File: config.mk
export PLATFORM = sky130hd
export DESIGN_NAME = uer_rx_status
export DESIGN_NICKNAME = d
export VERILOG_FILES = /design/src/rtl/uer_pkg.sv /design/src/rtl/uer_fifo.sv /design/src/rtl/uer_rx_status.sv
export SDC_FILE = /design/constraint.sdc
export NUM_CORES = 1
export LEC_CHECK = 0
export BUFFER_PORTS_ARGS = -buffer_cell sky130_fd_sc_hd__clkbuf_2
export CORE_UTILIZATION = 65
export DETAILED_ROUTE_END_ITERATION = 8
export HOLD_SLACK_MARGIN = 0.08
export PLACE_DENSITY = 0.85
export SLEW_MARGIN = 25
export SYNTH_ARGS = -nofsm -noshare
export SYNTH_HDL_FRONTEND = slang
export SYNTH_SLANG_ARGS = --single-unit
File: constraint.sdc
create_clock -name clk_i -period 14.7 [get_ports clk_i]
set_clock_uncertainty 0.05 [all_clocks]
set_input_delay 2.94 -clock clk_i [delete_from_list [all_inputs] [get_ports clk_i]]
set_output_delay 2.94 -clock clk_i [all_outputs]
set_load 0.05 [all_outputs]
File: src/rtl/uer_pkg.sv
/*
  constants, register map, field positions and receiver states of the
  receive error status block of an asynchronous serial receiver.
  assumes a single 10 MHz peripheral clock and a plain register port.
*/
// What this block does
// - flags in status bits zero to three
// - status view is read only, writes clear
// - overrun when character ends with fifo full
// - overrun keeps fifo entries, drops the new character
// - break when line low beyond one frame
// - break pushes one zero character, waits mark
// - parity flag on mismatch with control bits
// - framing flag when stop bit reads zero
// - character errors travel with fifo entry
// - clear write clears all four flags; an overrun in the same cycle still sets
// - error view follows last data read
// - overrun flag rises at once
// - reset clears all four flags
package uer_pkg;

  // ----------------------------------------------------------------
  // timing
  // ----------------------------------------------------------------
  localparam int CLK_HZ = 10_000_000; // peripheral clock rate in hertz
  localparam int BAUD_RATE = 115_200; // default line rate in bits per second
  localparam int BIT_CYCLES = CLK_HZ / BAUD_RATE; // clock cycles per bit
  localparam int DATA_BITS = 8; // data bits per character
  localparam int FIFO_DEPTH = 16; // receive fifo entries

  // ----------------------------------------------------------------
  // register offsets
  // ----------------------------------------------------------------
  localparam int ADDR_W = 12; // register address width
  localparam logic [11:0] OFS_DATA = 12'h000; // serial_data_port
  localparam logic [11:0] OFS_ERR = 12'h004; // receive_error_status / receive_error_clear
  localparam logic [11:0] OFS_LINE = 12'h02C; // line_control
  localparam logic [11:0] OFS_IMASK = 12'h038; // interrupt mask
  localparam logic [11:0] OFS_ISTAT = 12'h03C; // sticky interrupt status, write one to clear

  // ----------------------------------------------------------------
  // field positions
  // ----------------------------------------------------------------
  localparam int ERR_FRAMING = 0; // framing_flag
  localparam int ERR_PARITY = 1; // parity_flag
  localparam int ERR_BREAK = 2; // break_flag
  localparam int ERR_OVERRUN = 3; // overrun flag
  localparam int LC_PARITY_EN = 1; // parity enable
  localparam int LC_EVEN = 2; // even parity select
  localparam int LC_FIFO_EN = 4; // fifo enable
  localparam int LC_STICK = 7; // stick parity
  localparam int INT_W = 5; // interrupt field width
  localparam int INT_RX = 0; // character received
  localparam int INT_FRAMING = 1; // framing error seen
  localparam int INT_PARITY = 2; // parity error seen
  localparam int INT_BREAK = 3; // break seen
  localparam int INT_OVERRUN = 4; // overrun seen

  // ----------------------------------------------------------------
  // reset values
  // ----------------------------------------------------------------
  localparam logic [3:0] ERR_RST = 4'h0;
  localparam logic [7:0] LINE_RST = 8'h00;
  localparam logic [4:0] INT_RST = 5'h00;

  // ----------------------------------------------------------------
  // receiver states
  // ----------------------------------------------------------------
  typedef enum logic [2:0] {
    ST_IDLE = 3'b000,
    ST_START = 3'b001,
    ST_DATA = 3'b010,
    ST_PARITY = 3'b011,
    ST_STOP = 3'b100,
    ST_BRK_CHK = 3'b101,
    ST_BRK_WAIT = 3'b110
  } uer_state_type;

endpackage

File: src/rtl/uer_fifo.sv
/*
  receive fifo: flip-flop storage, head visible without a pop.
  assumes the caller never pushes when full and never pops when empty.
*/
`timescale 1ns/1ps
module uer_fifo
#(
  parameter int WIDTH = 11,
  parameter int DEPTH = 16
)
(
  // clock and reset
  input wire logic clk_i,
  input wire logic rst_i,
  // fill side
  input wire logic push_i,
  input wire logic [WIDTH-1:0] push_data_i,
  // drain side
  input wire logic pop_i,
  output logic [WIDTH-1:0] head_o,
  output logic [$clog2(DEPTH+1)-1:0] count_o
);

  localparam int AW = (DEPTH > 1) ? $clog2(DEPTH) : 1;
  localparam int CW = $clog2(DEPTH+1);

  logic [WIDTH-1:0] mem [DEPTH]; // entries
  logic [WIDTH-1:0] next_mem [DEPTH];
  logic [AW-1:0] wr_ptr, next_wr_ptr; // next slot to fill
  logic [AW-1:0] rd_ptr, next_rd_ptr; // current head
  logic [CW-1:0] count, next_count; // occupancy

  // ----------------------------------------------------------------
  // next state
  // ----------------------------------------------------------------
  // pointers wrap explicitly so a depth that is no power of two works
  always_comb
  begin
    next_mem = mem;
    next_wr_ptr = wr_ptr;
    next_rd_ptr = rd_ptr;
    next_count = count;
    if (push_i)
    begin
      next_mem[wr_ptr] = push_data_i;
      next_wr_ptr = (wr_ptr == AW'(DEPTH-1)) ? '0 : wr_ptr + AW'(1);
    end
    if (pop_i)
    begin
      next_rd_ptr = (rd_ptr == AW'(DEPTH-1)) ? '0 : rd_ptr + AW'(1);
    end
    if (push_i && !pop_i)
    begin
      next_count = count + CW'(1);
    end
    else if (pop_i && !push_i)
    begin
      next_count = count - CW'(1);
    end
  end

  // registers only
  always_ff @(posedge clk_i or posedge rst_i)
  begin
    if (rst_i)
    begin
      for (int i = 0; i < DEPTH; i++)
      begin
        mem[i] <= '0;
      end
      wr_ptr <= '0;
      rd_ptr <= '0;
      count <= '0;
    end
    else
    begin
      mem <= next_mem;
      wr_ptr <= next_wr_ptr;
      rd_ptr <= next_rd_ptr;
      count <= next_count;
    end
  end

  assign head_o = mem[rd_ptr];
  assign count_o = count;

  // ----------------------------------------------------------------
  // checks
  // ----------------------------------------------------------------
  property p_fifo_bound;
    @(posedge clk_i) disable iff (rst_i) count <= CW'(DEPTH);
  endproperty
  a_fifo_bound: assert property (p_fifo_bound) else $error("fifo count above depth");

  property p_fifo_no_overwrite;
    @(posedge clk_i) disable iff (rst_i)
      (count == CW'(DEPTH)) && !push_i && !pop_i |=> $stable(mem[rd_ptr]);
  endproperty
  a_fifo_no_overwrite: assert property (p_fifo_no_overwrite) else $error("full fifo head changed");

endmodule

File: src/rtl/uer_rx_status.sv
/*
  serial receiver with receive error flags of the last read character, sticky overrun, receive fifo,
  line control and interrupt status behind a plain register port.
  assumes a single-cycle strobe master on clk_i and an asynchronous
  serial input on rx_i at the rate given by BIT_CYCLES.
*/
// The strobed register port was decided locally.
`timescale 1ns/1ps
module uer_rx_status
#(
  parameter int BIT_CYCLES_P = uer_pkg::BIT_CYCLES,
  parameter int FIFO_DEPTH_P = uer_pkg::FIFO_DEPTH
)
(
  // clock and reset
  input wire logic clk_i,
  input wire logic rst_i,
  // register port
  input wire logic [uer_pkg::ADDR_W-1:0] addr_i,
  input wire logic [31:0] wr_data_i,
  input wire logic wr_i,
  input wire logic rd_i,
  output logic [31:0] rd_data_o,
  // serial line
  input wire logic rx_i,
  // interrupt
  output logic irq_o
);
  import uer_pkg::*;

  // ----------------------------------------------------------------
  // local sizes
  // ----------------------------------------------------------------
  localparam int FW = DATA_BITS + 3; // fifo entry: break, parity, framing, data
  localparam int CW = $clog2(FIFO_DEPTH_P + 1);
  localparam logic [15:0] BIT_TICKS = 16'(BIT_CYCLES_P - 1); // full bit reload
  localparam logic [15:0] HALF_TICKS = 16'(BIT_CYCLES_P / 2 - 1); // half bit reload
  localparam logic [3:0] LAST_BIT = 4'(DATA_BITS - 1);

  // ----------------------------------------------------------------
  // declarations
  // ----------------------------------------------------------------
  logic rx_m1, rx_m2, rx_m3; // three-stage synchroniser
  logic rx_s, next_rx_s; // filtered line level
  logic rx_prev; // filtered level one cycle earlier, for edge detect
  uer_state_type state, next_state; // receiver state
  logic [15:0] tick, next_tick; // cycles to next sample point
  logic [3:0] bit_idx, next_bit_idx; // data bit being sampled
  logic [DATA_BITS-1:0] shift, next_shift; // receive shift register
  logic par_bit, next_par_bit; // sampled parity bit
  logic par_en; // parity enabled
  logic par_expect; // parity bit that the line should carry
  logic char_done; // one-cycle pulse: a character is complete
  logic char_fe, char_pe, char_be; // errors of that character
  logic [3:0] err, next_err; // receive_error_status flags
  logic [7:0] line_ctrl, next_line_ctrl; // line_control
  logic [INT_W-1:0] int_mask, next_int_mask; // interrupt mask
  logic [INT_W-1:0] int_stat, next_int_stat; // sticky interrupt status
  logic next_irq; // interrupt level to register
  logic [31:0] next_rd_data; // read answer to register
  logic fifo_full; // fifo (or one-entry holding register) full
  logic ovr_evt; // character lost to a full fifo
  logic push, pop; // fifo strobes
  logic data_rd; // read of serial_data_port
  logic err_clr; // write to receive_error_clear
  logic [FW-1:0] head; // fifo head entry
  logic [CW-1:0] count; // fifo occupancy

  // ----------------------------------------------------------------
  // line synchroniser
  // ----------------------------------------------------------------
  // the filtered level moves only when stages two and three agree
  always_comb
  begin
    next_rx_s = (rx_m2 == rx_m3) ? rx_m2 : rx_s;
  end

  always_ff @(posedge clk_i or posedge rst_i)
  begin
    if (rst_i)
    begin
      rx_m1 <= 1'b1;
      rx_m2 <= 1'b1;
      rx_m3 <= 1'b1;
      rx_s <= 1'b1;
      rx_prev <= 1'b1;
    end
    else
    begin
      rx_m1 <= rx_i;
      rx_m2 <= rx_m1;
      rx_m3 <= rx_m2;
      rx_s <= next_rx_s;
      rx_prev <= rx_s;
    end
  end

  // ----------------------------------------------------------------
  // receiver
  // ----------------------------------------------------------------
  // samples mid-bit; stick parity forces the bit to the inverse of even
  always_comb
  begin
    par_en = line_ctrl[LC_PARITY_EN];
    par_expect = line_ctrl[LC_STICK] ? !line_ctrl[LC_EVEN] :
                 (line_ctrl[LC_EVEN] ? ^shift : ~^shift);
    next_state = state;
    next_tick = (tick != 16'h0000) ? tick - 16'h0001 : tick;
    next_bit_idx = bit_idx;
    next_shift = shift;
    next_par_bit = par_bit;
    char_done = 1'b0;
    char_fe = 1'b0;
    char_pe = 1'b0;
    char_be = 1'b0;
    case (state)
      ST_IDLE:
      begin
        // only a falling edge starts a frame, never a line already low
        if (!rx_s && rx_prev)
        begin
          next_state = ST_START;
          next_tick = HALF_TICKS;
        end
      end
      ST_START:
      begin
        if (tick == 16'h0000)
        begin
          next_state = rx_s ? ST_IDLE : ST_DATA; // glitch returns to idle
          next_tick = BIT_TICKS;
          next_bit_idx = 4'h0;
        end
      end
      ST_DATA:
      begin
        if (tick == 16'h0000)
        begin
          next_shift = {rx_s, shift[DATA_BITS-1:1]}; // lsb first
          next_tick = BIT_TICKS;
          next_bit_idx = bit_idx + 4'h1;
          if (bit_idx == LAST_BIT)
          begin
            next_state = par_en ? ST_PARITY : ST_STOP;
          end
        end
      end
      ST_PARITY:
      begin
        if (tick == 16'h0000)
        begin
          next_par_bit = rx_s;
          next_tick = BIT_TICKS;
          next_state = ST_STOP;
        end
      end
      ST_STOP:
      begin
        if (tick == 16'h0000)
        begin
          if (!rx_s && (shift == '0) && (!par_en || !par_bit))
          begin
            // all low so far: see whether it outlasts the frame
            next_state = ST_BRK_CHK;
            next_tick = HALF_TICKS;
          end
          else
          begin
            char_done = 1'b1;
            char_fe = !rx_s;
            char_pe = par_en && (par_bit != par_expect);
            next_state = ST_IDLE;
          end
        end
      end
      ST_BRK_CHK:
      begin
        if (rx_s)
        begin
          // line rose before the frame ended: an ordinary bad character
          char_done = 1'b1;
          char_fe = 1'b1;
          char_pe = par_en && (par_bit != par_expect);
          next_state = ST_IDLE;
        end
        else if (tick == 16'h0000)
        begin
          char_done = 1'b1;
          char_be = 1'b1;
          char_fe = 1'b1;
          char_pe = par_en && (par_bit != par_expect);
          next_state = ST_BRK_WAIT;
        end
      end
      ST_BRK_WAIT:
      begin
        // nothing more is taken until the line marks again
        if (rx_s)
        begin
          next_state = ST_IDLE;
        end
      end
      default:
      begin
        next_state = ST_IDLE;
      end
    endcase
  end

  always_ff @(posedge clk_i or posedge rst_i)
  begin
    if (rst_i)
    begin
      state <= ST_IDLE;
      tick <= 16'h0000;
      bit_idx <= 4'h0;
      shift <= '0;
      par_bit <= 1'b0;
    end
    else
    begin
      state <= next_state;
      tick <= next_tick;
      bit_idx <= next_bit_idx;
      shift <= next_shift;
      par_bit <= next_par_bit;
    end
  end

  // ----------------------------------------------------------------
  // receive fifo
  // ----------------------------------------------------------------
  // with the fifo off the same storage acts as a one-entry holding register
  assign fifo_full = line_ctrl[LC_FIFO_EN] ? (count == CW'(FIFO_DEPTH_P)) : (count != '0);
  assign ovr_evt = char_done && fifo_full;
  assign push = char_done && !fifo_full;
  assign data_rd = rd_i && (addr_i == OFS_DATA);
  assign pop = data_rd && (count != '0);
  assign err_clr = wr_i && (addr_i == OFS_ERR);

  uer_fifo #(.WIDTH(FW), .DEPTH(FIFO_DEPTH_P)) u_fifo
  (
    .clk_i(clk_i),
    .rst_i(rst_i),
    .push_i(push),
    .push_data_i({char_be, char_pe, char_fe, shift}),
    .pop_i(pop),
    .head_o(head),
    .count_o(count)
  );

  // ----------------------------------------------------------------
  // registers and interrupt
  // ----------------------------------------------------------------
  // the overrun set is applied last so it wins over a clear in the same cycle
  always_comb
  begin
    next_err = err;
    if (pop)
    begin
      next_err[ERR_BREAK:ERR_FRAMING] = head[FW-1:DATA_BITS];
    end
    if (err_clr)
    begin
      next_err = ERR_RST;
    end
    if (ovr_evt)
    begin
      next_err[ERR_OVERRUN] = 1'b1;
    end
    next_line_ctrl = (wr_i && (addr_i == OFS_LINE)) ? wr_data_i[7:0] : line_ctrl;
    next_int_mask = (wr_i && (addr_i == OFS_IMASK)) ? wr_data_i[INT_W-1:0] : int_mask;
    next_int_stat = int_stat;
    if (wr_i && (addr_i == OFS_ISTAT))
    begin
      next_int_stat = int_stat & ~wr_data_i[INT_W-1:0];
    end
    next_int_stat[INT_RX] = next_int_stat[INT_RX] | push;
    next_int_stat[INT_FRAMING] = next_int_stat[INT_FRAMING] | (push && char_fe);
    next_int_stat[INT_PARITY] = next_int_stat[INT_PARITY] | (push && char_pe);
    next_int_stat[INT_BREAK] = next_int_stat[INT_BREAK] | (push && char_be);
    next_int_stat[INT_OVERRUN] = next_int_stat[INT_OVERRUN] | ovr_evt;
    next_irq = |(next_int_stat & next_int_mask);
    // read answer stands for exactly one cycle; unmapped reads give zero
    next_rd_data = 32'h0000_0000;
    if (rd_i)
    begin
      case (addr_i)
        OFS_DATA: next_rd_data = (count != '0) ? {20'h0_0000, err[ERR_OVERRUN], head} : '0;
        OFS_ERR: next_rd_data = {28'h000_0000, err};
        OFS_LINE: next_rd_data = {24'h00_0000, line_ctrl};
        OFS_IMASK: next_rd_data = {27'h000_0000, int_mask};
        OFS_ISTAT: next_rd_data = {27'h000_0000, int_stat};
        default: next_rd_data = 32'h0000_0000;
      endcase
    end
  end

  always_ff @(posedge clk_i or posedge rst_i)
  begin
    if (rst_i)
    begin
      err <= ERR_RST;
      line_ctrl <= LINE_RST;
      int_mask <= INT_RST;
      int_stat <= INT_RST;
      irq_o <= 1'b0;
      rd_data_o <= 32'h0000_0000;
    end
    else
    begin
      err <= next_err;
      line_ctrl <= next_line_ctrl;
      int_mask <= next_int_mask;
      int_stat <= next_int_stat;
      irq_o <= next_irq;
      rd_data_o <= next_rd_data;
    end
  end

  // ----------------------------------------------------------------
  // checks
  // ----------------------------------------------------------------
  property p_reserved_zero;
    @(posedge clk_i) disable iff (rst_i) rd_i && (addr_i == OFS_ERR) |=> rd_data_o[31:4] == '0;
  endproperty
  a_reserved_zero: assert property (p_reserved_zero) else $error("status upper bits set");

  property p_clear_all;
    @(posedge clk_i) disable iff (rst_i) err_clr && !ovr_evt |=> err == 4'h0;
  endproperty
  a_clear_all: assert property (p_clear_all) else $error("clear write left a flag");

  property p_write_no_load;
    @(posedge clk_i) disable iff (rst_i) err_clr && ovr_evt |=> err == 4'h8;
  endproperty
  a_write_no_load: assert property (p_write_no_load) else $error("write loaded status");

  property p_overrun_now;
    @(posedge clk_i) disable iff (rst_i) ovr_evt |=> err[ERR_OVERRUN] && irq_o == |(int_stat & int_mask);
  endproperty
  a_overrun_now: assert property (p_overrun_now) else $error("overrun flag late");

  property p_overrun_keep;
    @(posedge clk_i) disable iff (rst_i) ovr_evt && !pop |=> $stable(count);
  endproperty
  a_overrun_keep: assert property (p_overrun_keep) else $error("overrun changed fifo");

  property p_break_zero;
    @(posedge clk_i) disable iff (rst_i) char_done && char_be |-> shift == '0 ##1 state == ST_BRK_WAIT;
  endproperty
  a_break_zero: assert property (p_break_zero) else $error("break char not zero");

  property p_break_quiet;
    @(posedge clk_i) disable iff (rst_i) state == ST_BRK_WAIT && !rx_s |-> !char_done;
  endproperty
  a_break_quiet: assert property (p_break_quiet) else $error("char during break");

  property p_read_follows;
    @(posedge clk_i) disable iff (rst_i) pop |=> err[2:0] == $past(head[FW-1:DATA_BITS]);
  endproperty
  a_read_follows: assert property (p_read_follows) else $error("status not from last read");

  property p_read_quiet;
    @(posedge clk_i) disable iff (rst_i)
      rd_i && (addr_i == OFS_ERR) && !ovr_evt ##1 !ovr_evt [*2] |-> $stable(err);
  endproperty
  a_read_quiet: assert property (p_read_quiet) else $error("read disturbed flags");

  property p_frame_flag;
    @(posedge clk_i) disable iff (rst_i) state == ST_STOP && tick == 16'h0000 && rx_s |-> !char_fe;
  endproperty
  a_frame_flag: assert property (p_frame_flag) else $error("framing flag on good stop");

  c_overrun: cover property (@(posedge clk_i) disable iff (rst_i) ovr_evt);
  c_break: cover property (@(posedge clk_i) disable iff (rst_i) char_done && char_be);
  c_parity_read: cover property (@(posedge clk_i) disable iff (rst_i) pop && head[FW-2]);
  c_clear: cover property (@(posedge clk_i) disable iff (rst_i) err_clr && err != 4'h0);

endmodule

==> flow_metrics.tcl, run 1 <==
set metrics [dict create \
    reg2reg_slack_ns 10.11 \
    pwr_density_cell_mw_per_mm2 124.9 \
    vias 9293 \
    diodes 0 \
    cts_buffer_depth 3 \
    cts_sinks 261 \
    clk_latency_ns 0.57 \
    io_buffer_count 37 \
    synth-seq-cells 261 \
    clkSlewWorstSetupHoldPaths_ns 0.06 \
    area_growth_pct 9.233 \
    crit_type "in2reg" \
    dieArea_sq_mm 0.01961 \
    p_leak_uw 0.005816 \
    cts_hold_buf 0 \
    syn_area_sq_mm 0.01239 \
    tightest_slew_ns 1.084 \
    slew_headroom_pct 27.73 \
    ys.flop_type "dfrtp_1" \
    antenna_found_initial 0 \
    cts_resized 0 \
    routedWlPerCell_microns 21.20 \
    drtIter0Drc 977 \
    fmax_mhz 175.7 \
    crit_buf_inv 3 \
    finalSetupViolations 0 \
    async_reset_ff_share_pct 100.0 \
    synth_enable_flop_cells 0 \
    vdd_drop_max_uv 87.58 \
    min_period_over_period_pct 38.72 \
    hold_viol 0 \
    htree_levels 1 \
    pre_cts_ws_ns 8.523 \
    utilization_pct 72.33 \
    status "complete, no violations" \
    final_nets 1227 \
    worstHoldEndpoint "rx_m2" \
    r2r_cells 15 \
    rsz0062_at_grt "no" \
    rr_endpoint "u_fifo.count_o[4]" \
    yosysWarningCount 0 \
    dr.pass1.iters 5 \
    crit_family "simple AND/OR/NAND/NOR gates" \
    wl_met2_microns 14600 \
    worstPathCellList "clkbuf_2 -> nor4_1 -> and3_1 -> and3_1 -> and2_1 -> inv_1 -> ha_1 -> inv_1 -> ha_1 -> a21o_1 -> a21oi_1 -> xnor2_1 -> nor2_1 -> xnor2_1" \
    critPathMaxFanout 11 \
    slowest_delay_ns 0.45 \
    grt_pass1_wl_microns 48110 \
    cts-root-buf "clkbuf_16" \
    postSynthAreaPerCell_sq_um 10.61 \
    tns_ns 0 \
    cts_buffers 27 \
    core.rowCount 50 \
    syn_inst 1168 \
    postCtsSetupRepairBufs 0 \
    min_delay_path_depth 0 \
    crit_arrival_ns 6.06 \
    timing_max_transition_violations_final 0 \
    setup_ws_ns 9.008 \
    via_per_inst 6.572 \
    die_h_microns 140.0 \
    routed.top_layer "met4" \
    final_cell_mix "dfrtp_1, nand2_1, o21ai_0, mux4_2, clkbuf_2" \
    drcViolationCount 0 \
    core_area_sq_mm 0.01871 \
    drtAntennaViolNets 0 \
    grt.overflow.total 0 \
    track_usage_pct 31.60 \
    min_from "rx_m1" \
    start_kind "input port" \
    fp.dieW_microns 140.0 \
    yosysSeqAreaShare_pct 52.78 \
    dp_hpwl_microns 17510 \
    nFillCells 1160 \
    cts_tree "done" \
    drive_above_1_share_pct 15.34 \
    critPathSlowestCell "nor4_1" \
    io_pins 82 \
    critical_path_required_ns 15.07 \
    cap_viol_max_count 0 \
    critical_path.startpoint "addr_i[7]" \
    initial_core_util_pct 66.22 \
    gp_congestion 0.8880 \
    grt_pass1_vias 9413 \
    final_common_cell "dfrtp_1" \
    wl_microns 29980 \
    hold_path_class "reg2reg" \
    r2r_start "tick[0]" \
    routed-wl-met3_microns 2262 \
    wl_met1_microns 11750 \
    crit_path_end_kind "register" \
    synth.distinct_cells 71 \
    grt_max_degree 106 \
    fin_crit_ns 5.692 \
]
[power by group]
part           switching (uW)  internal, uW  total, uW  leakage, uW
clock network             286           404        690     0.000448
registers                39.6           745        784      0.00356
logic                     144          70.9        215      0.00181
total                     470          1220       1690      0.00582
[sequential cells by signal, indices dropped and copies added (netlist names), 3 cells and up]
| signal | cells |
|---|---|
| u_fifo.mem | 176 |
| tick | 16 |
| u_fifo.wr_ptr | 4 |
| line_ctrl | 8 |
| err | 4 |
| rd_data_o | 12 |
| shift | 8 |
| int_stat | 5 |
| bit_idx | 4 |
| u_fifo.rd_ptr | 4 |
| state | 3 |
| u_fifo.count_o | 5 |
| int_mask | 5 |
[synthesized netlist by cell type, drive strengths merged (8+ instances only)]
master   instances  share of area [%]
ha              16                1.6
o2111ai         16                2.1
mux2i           16                1.3
dfrtp          256                 52
xnor2           12               0.85
o21ai          219                8.9
a22oi            8               0.48
mux2            11                1.0
nor2            33                1.0
and3             9               0.45
a21oi           25                1.0
mux4            45                8.2
buf             51                2.7
nor2b            8               0.40
inv             29               0.88
nand2          231                7.0
a31oi            8               0.40
clkbuf          50                1.6
nor3            14               0.66
[stage by stage]
stage | hold WS (ns) | power [uW] | std cells | cell area (sq um)
2_1_floorplan | 0.2952 | 964.4 | 1187 | 12460
3_5_place_dp | 0.2976 | 1005 | 1365 | 12580
5_1_grt | 0.3067 | 1749 | 1414 | 13530
4_1_cts | 0.3057 | 1688 | 1413 | 13470
3_3_place_gp | 0.2970 | 994.1 | 1364 | 12530
6_report | 0.3041 | 1690 | 1414 | 13530
[worst register-to-register path, stage by stage (launching register included)]
cell     delay [ns]
dfrtp_1        0.38
inv_1          0.12
ha_1           0.20
or3b_1         0.43
or4b_1         0.71
nor3_4         0.23
buf_4          0.43
o21a_1         0.43
ha_1           0.25
inv_1          0.11
fa_1           0.43
a21o_1         0.20
a21oi_1        0.17
xnor2_1        0.13
nor2_1         0.06
xnor2_1        0.13
[area by class of cell]
| cell class | count | area [sq um] | share of cell area, % |
|---|---|---|---|
| Sequential cell | 261 | 6543 | 48.35 |
| Multi-Input combinational cell | 796 | 5423 | 40.08 |
| Clock buffer | 38 | 777.0 | 5.743 |
| Tap cell | 234 | 292.8 | 2.164 |
| Timing Repair Buffer | 46 | 260.3 | 1.923 |
| Clock inverter | 10 | 118.9 | 0.8785 |
| Inverter | 29 | 116.4 | 0.8600 |
[kinds of logic (layout without fill, tap and decap cells)]
group           count (synthesis)  after routing  synth area share [%]
compound gates                323            323                 16.09
buf+inv                       130            123                 5.182
fa+ha+maj                      18             18                 1.859
flops                         261            261                 52.78
simple gates                  344            344                 12.24
other cells                     1             20               0.03027
xor+xnor                       19             19                 1.343
mux                            72             72                 10.47
[layer usage]
layer	vias up	GRT usage [%]
met2	484	51.32
met5	-	0.7519
met4	0	17.12
met1	4599	41.15
li1	4091	-
met3	119	5.162
[how the worst max path moves through the flow]
stage,end,slack (ns),depth (start not counted)
2_1_floorplan,bit_idx[0],4.53,1
3_3_place_gp,u_fifo.count_o[4],8.61,14
3_5_place_dp,u_fifo.count_o[4],8.52,14
4_1_cts,u_fifo.count_o[4],9.06,14
5_1_grt,u_fifo.count_o[4],8.72,14
6_report,u_fifo.count_o[4],9.01,14
No activity file was read; power rests on OpenSTA's default activity.
==> inputs of run 2 (changes only) <==
Settings changed: CORE_UTILIZATION 65 to 61, PLACE_DENSITY 0.85 to 0.8.
Clock period 14.7 ns to 5.4 ns, I/O delays scaled along.
==> run 2 against run 1 <==
  * Largest power group unchanged
  * Power rose to 2.7 times the previous value
  * Via count down 3.6%
  * Count of clock-buffer cells in the layout up 5
  * Sequential share of layout area down 0.25 points
  * Non-clock buffer count up 2
  * Highest routed layer unchanged
  * Sequential cell count unchanged
==> flow_metrics.tcl, run 2 (synthesized netlist as in run 1, its figures left out) <==
set metrics [dict create \
    placed_cells 1398 \
    grt_max_degree 195 \
    track_usage_pct 28.39 \
    regMostFlops "u_fifo.mem" \
    status "complete, no violations" \
    crit_path_end_kind "register" \
    largest_reg_flops 176 \
    postCtsSetupRepairBufs 0 \
    cts-root-buf "clkbuf_16" \
    dieArea_sq_mm 0.02088 \
    finalSetupViolations 0 \
    grt_pass1_wl_microns 45380 \
    area_growth_pct 9.808 \
    wl_microns 28310 \
    pre_cts_ws_ns 1.092 \
    final_cell_mix "dfrtp_1, nand2_1, o21ai_0, mux4_2, clkbuf_2" \
    cts_hold_buf 0 \
    utilization_pct 69.21 \
    cap_viol_max_count 0 \
    via_per_inst 6.182 \
    slowest_delay_ns 0.71 \
    cp_num_cells 14 \
    reg2reg_slack_ns 1.27 \
    dp_hpwl_microns 17540 \
    setup_ws_ns 1.268 \
    dr.pass1.iters 5 \
    antenna_found_initial 0 \
    top_regs "u_fifo.mem (176), tick (16), rd_data_o (12)" \
    grt_pass1_vias 8835 \
    tns_ns 0 \
    critical_path.startpoint "tick[0]" \
    vdd_drop_max_uv 193.4 \
    critPathMaxFanout 10 \
    worstPathCellList "inv_1 -> ha_1 -> or3b_1 -> or4b_1 -> nor3_4 -> o21a_1 -> ha_1 -> inv_1 -> fa_1 -> a21o_1 -> a21oi_1 -> xnor2_1 -> nor2_1 -> xnor2_1" \
    stdcell_count 1449 \
    fin_crit_ns 4.132 \
    p_leak_uw 0.005827 \
    fp.dieW_microns 144.5 \
    min_delay_path_depth 0 \
    hold_path_class "reg2reg" \
    slew_headroom_pct 41.50 \
    critical_path_required_ns 5.77 \
    crit_type "reg2reg" \
    clkSlewWorstSetupHoldPaths_ns 0.06 \
    timing_max_transition_violations_final 0 \
    vias 8958 \
    gp_congestion 0.8707 \
    cts_tree "done" \
    final_nets 1229 \
    io_buffer_count 37 \
    die_h_microns 144.5 \
    clk_latency_ns 0.55 \
    drcViolationCount 0 \
    pwr_density_cell_mw_per_mm2 335.5 \
    fmax_mhz 242.0 \
    rr_endpoint "u_fifo.count_o[4]" \
    io_pins 82 \
    htree_levels 1 \
    nFillCells 1396 \
    tightest_slew_ns 0.8772 \
    crit_arrival_ns 4.50 \
    r2r_cells 14 \
    cts_resized 0 \
    min_period_over_period_pct 76.51 \
    endpoint "u_fifo.count_o[4]" \
    initial_core_util_pct 63.03 \
    drtAntennaViolNets 0 \
    cts_buffers 27 \
    drtIter0Drc 781 \
    r2r_start "tick[0]" \
    crit_family "simple AND/OR/NAND/NOR gates" \
    core_area_sq_mm 0.01965 \
    cts_sinks 261 \
    diodes 0 \
    rsz0062_at_grt "no" \
    routedWlPerCell_microns 19.54 \
    core.rowCount 51 \
    critPathSlowestCell "or4b_1" \
    grt.overflow.total 0 \
    hold_viol 0 \
    start_kind "register" \
    drive_above_1_share_pct 15.29 \
    final_common_cell "dfrtp_1" \
    cts_buffer_depth 3 \
    crit_buf_inv 2 \
]
run 2: how the worst min path moves through the flow:
stage,to,slack [ns],start
final,rx_m2,0.31,rx_m1
after global routing,rx_m2,0.31,rx_m1
after CTS,rx_m2,0.31,rx_m1
after detailed placement,rx_m2,0.30,rx_m1
after global placement,rx_m2,0.31,rx_m1
after floorplan,rx_m2,0.30,rx_m1
run 2: layer usage:
| metal | up-vias | track usage (%) | wire length (microns) |
|---|---|---|---|
| li1 | 4082 | - | - |
| met1 | 4495 | 37.45 | 11800 |
| met2 | 312 | 46.84 | 13840 |
| met3 | 69 | 5.232 | 1851 |
| met4 | 0 | 10.97 | 823 |
| met5 | - | 0 | 0 |
run 2: power breakdown:
group          internal (uW)  switching (uW)
sequential              2030             109
clock                   1080             763
combinational            196             385
total                   3310            1260
run 2: layout make-up:
| type | count | area (sq um) | area share (%) |
|---|---|---|---|
| inverters | 29 | 112.6 | 0.8279 |
| well taps | 265 | 331.6 | 2.438 |
| clock buffers | 43 | 815.8 | 5.998 |
| multi-input cells | 796 | 5416 | 39.82 |
| clock inverters | 7 | 75.07 | 0.5519 |
| flip-flops and latches | 261 | 6543 | 48.10 |
| repair buffers | 48 | 307.8 | 2.263 |
run 2: metrics by stage:
stage,instance area [sq um],hold slack (ns),power [uW]
3_3_place_gp,12580,0.3062,2707
6_report,13600,0.3069,4564
4_1_cts,13530,0.3089,4568
2_1_floorplan,12460,0.2952,2626
5_1_grt,13600,0.3112,4745
3_5_place_dp,12640,0.3003,2731
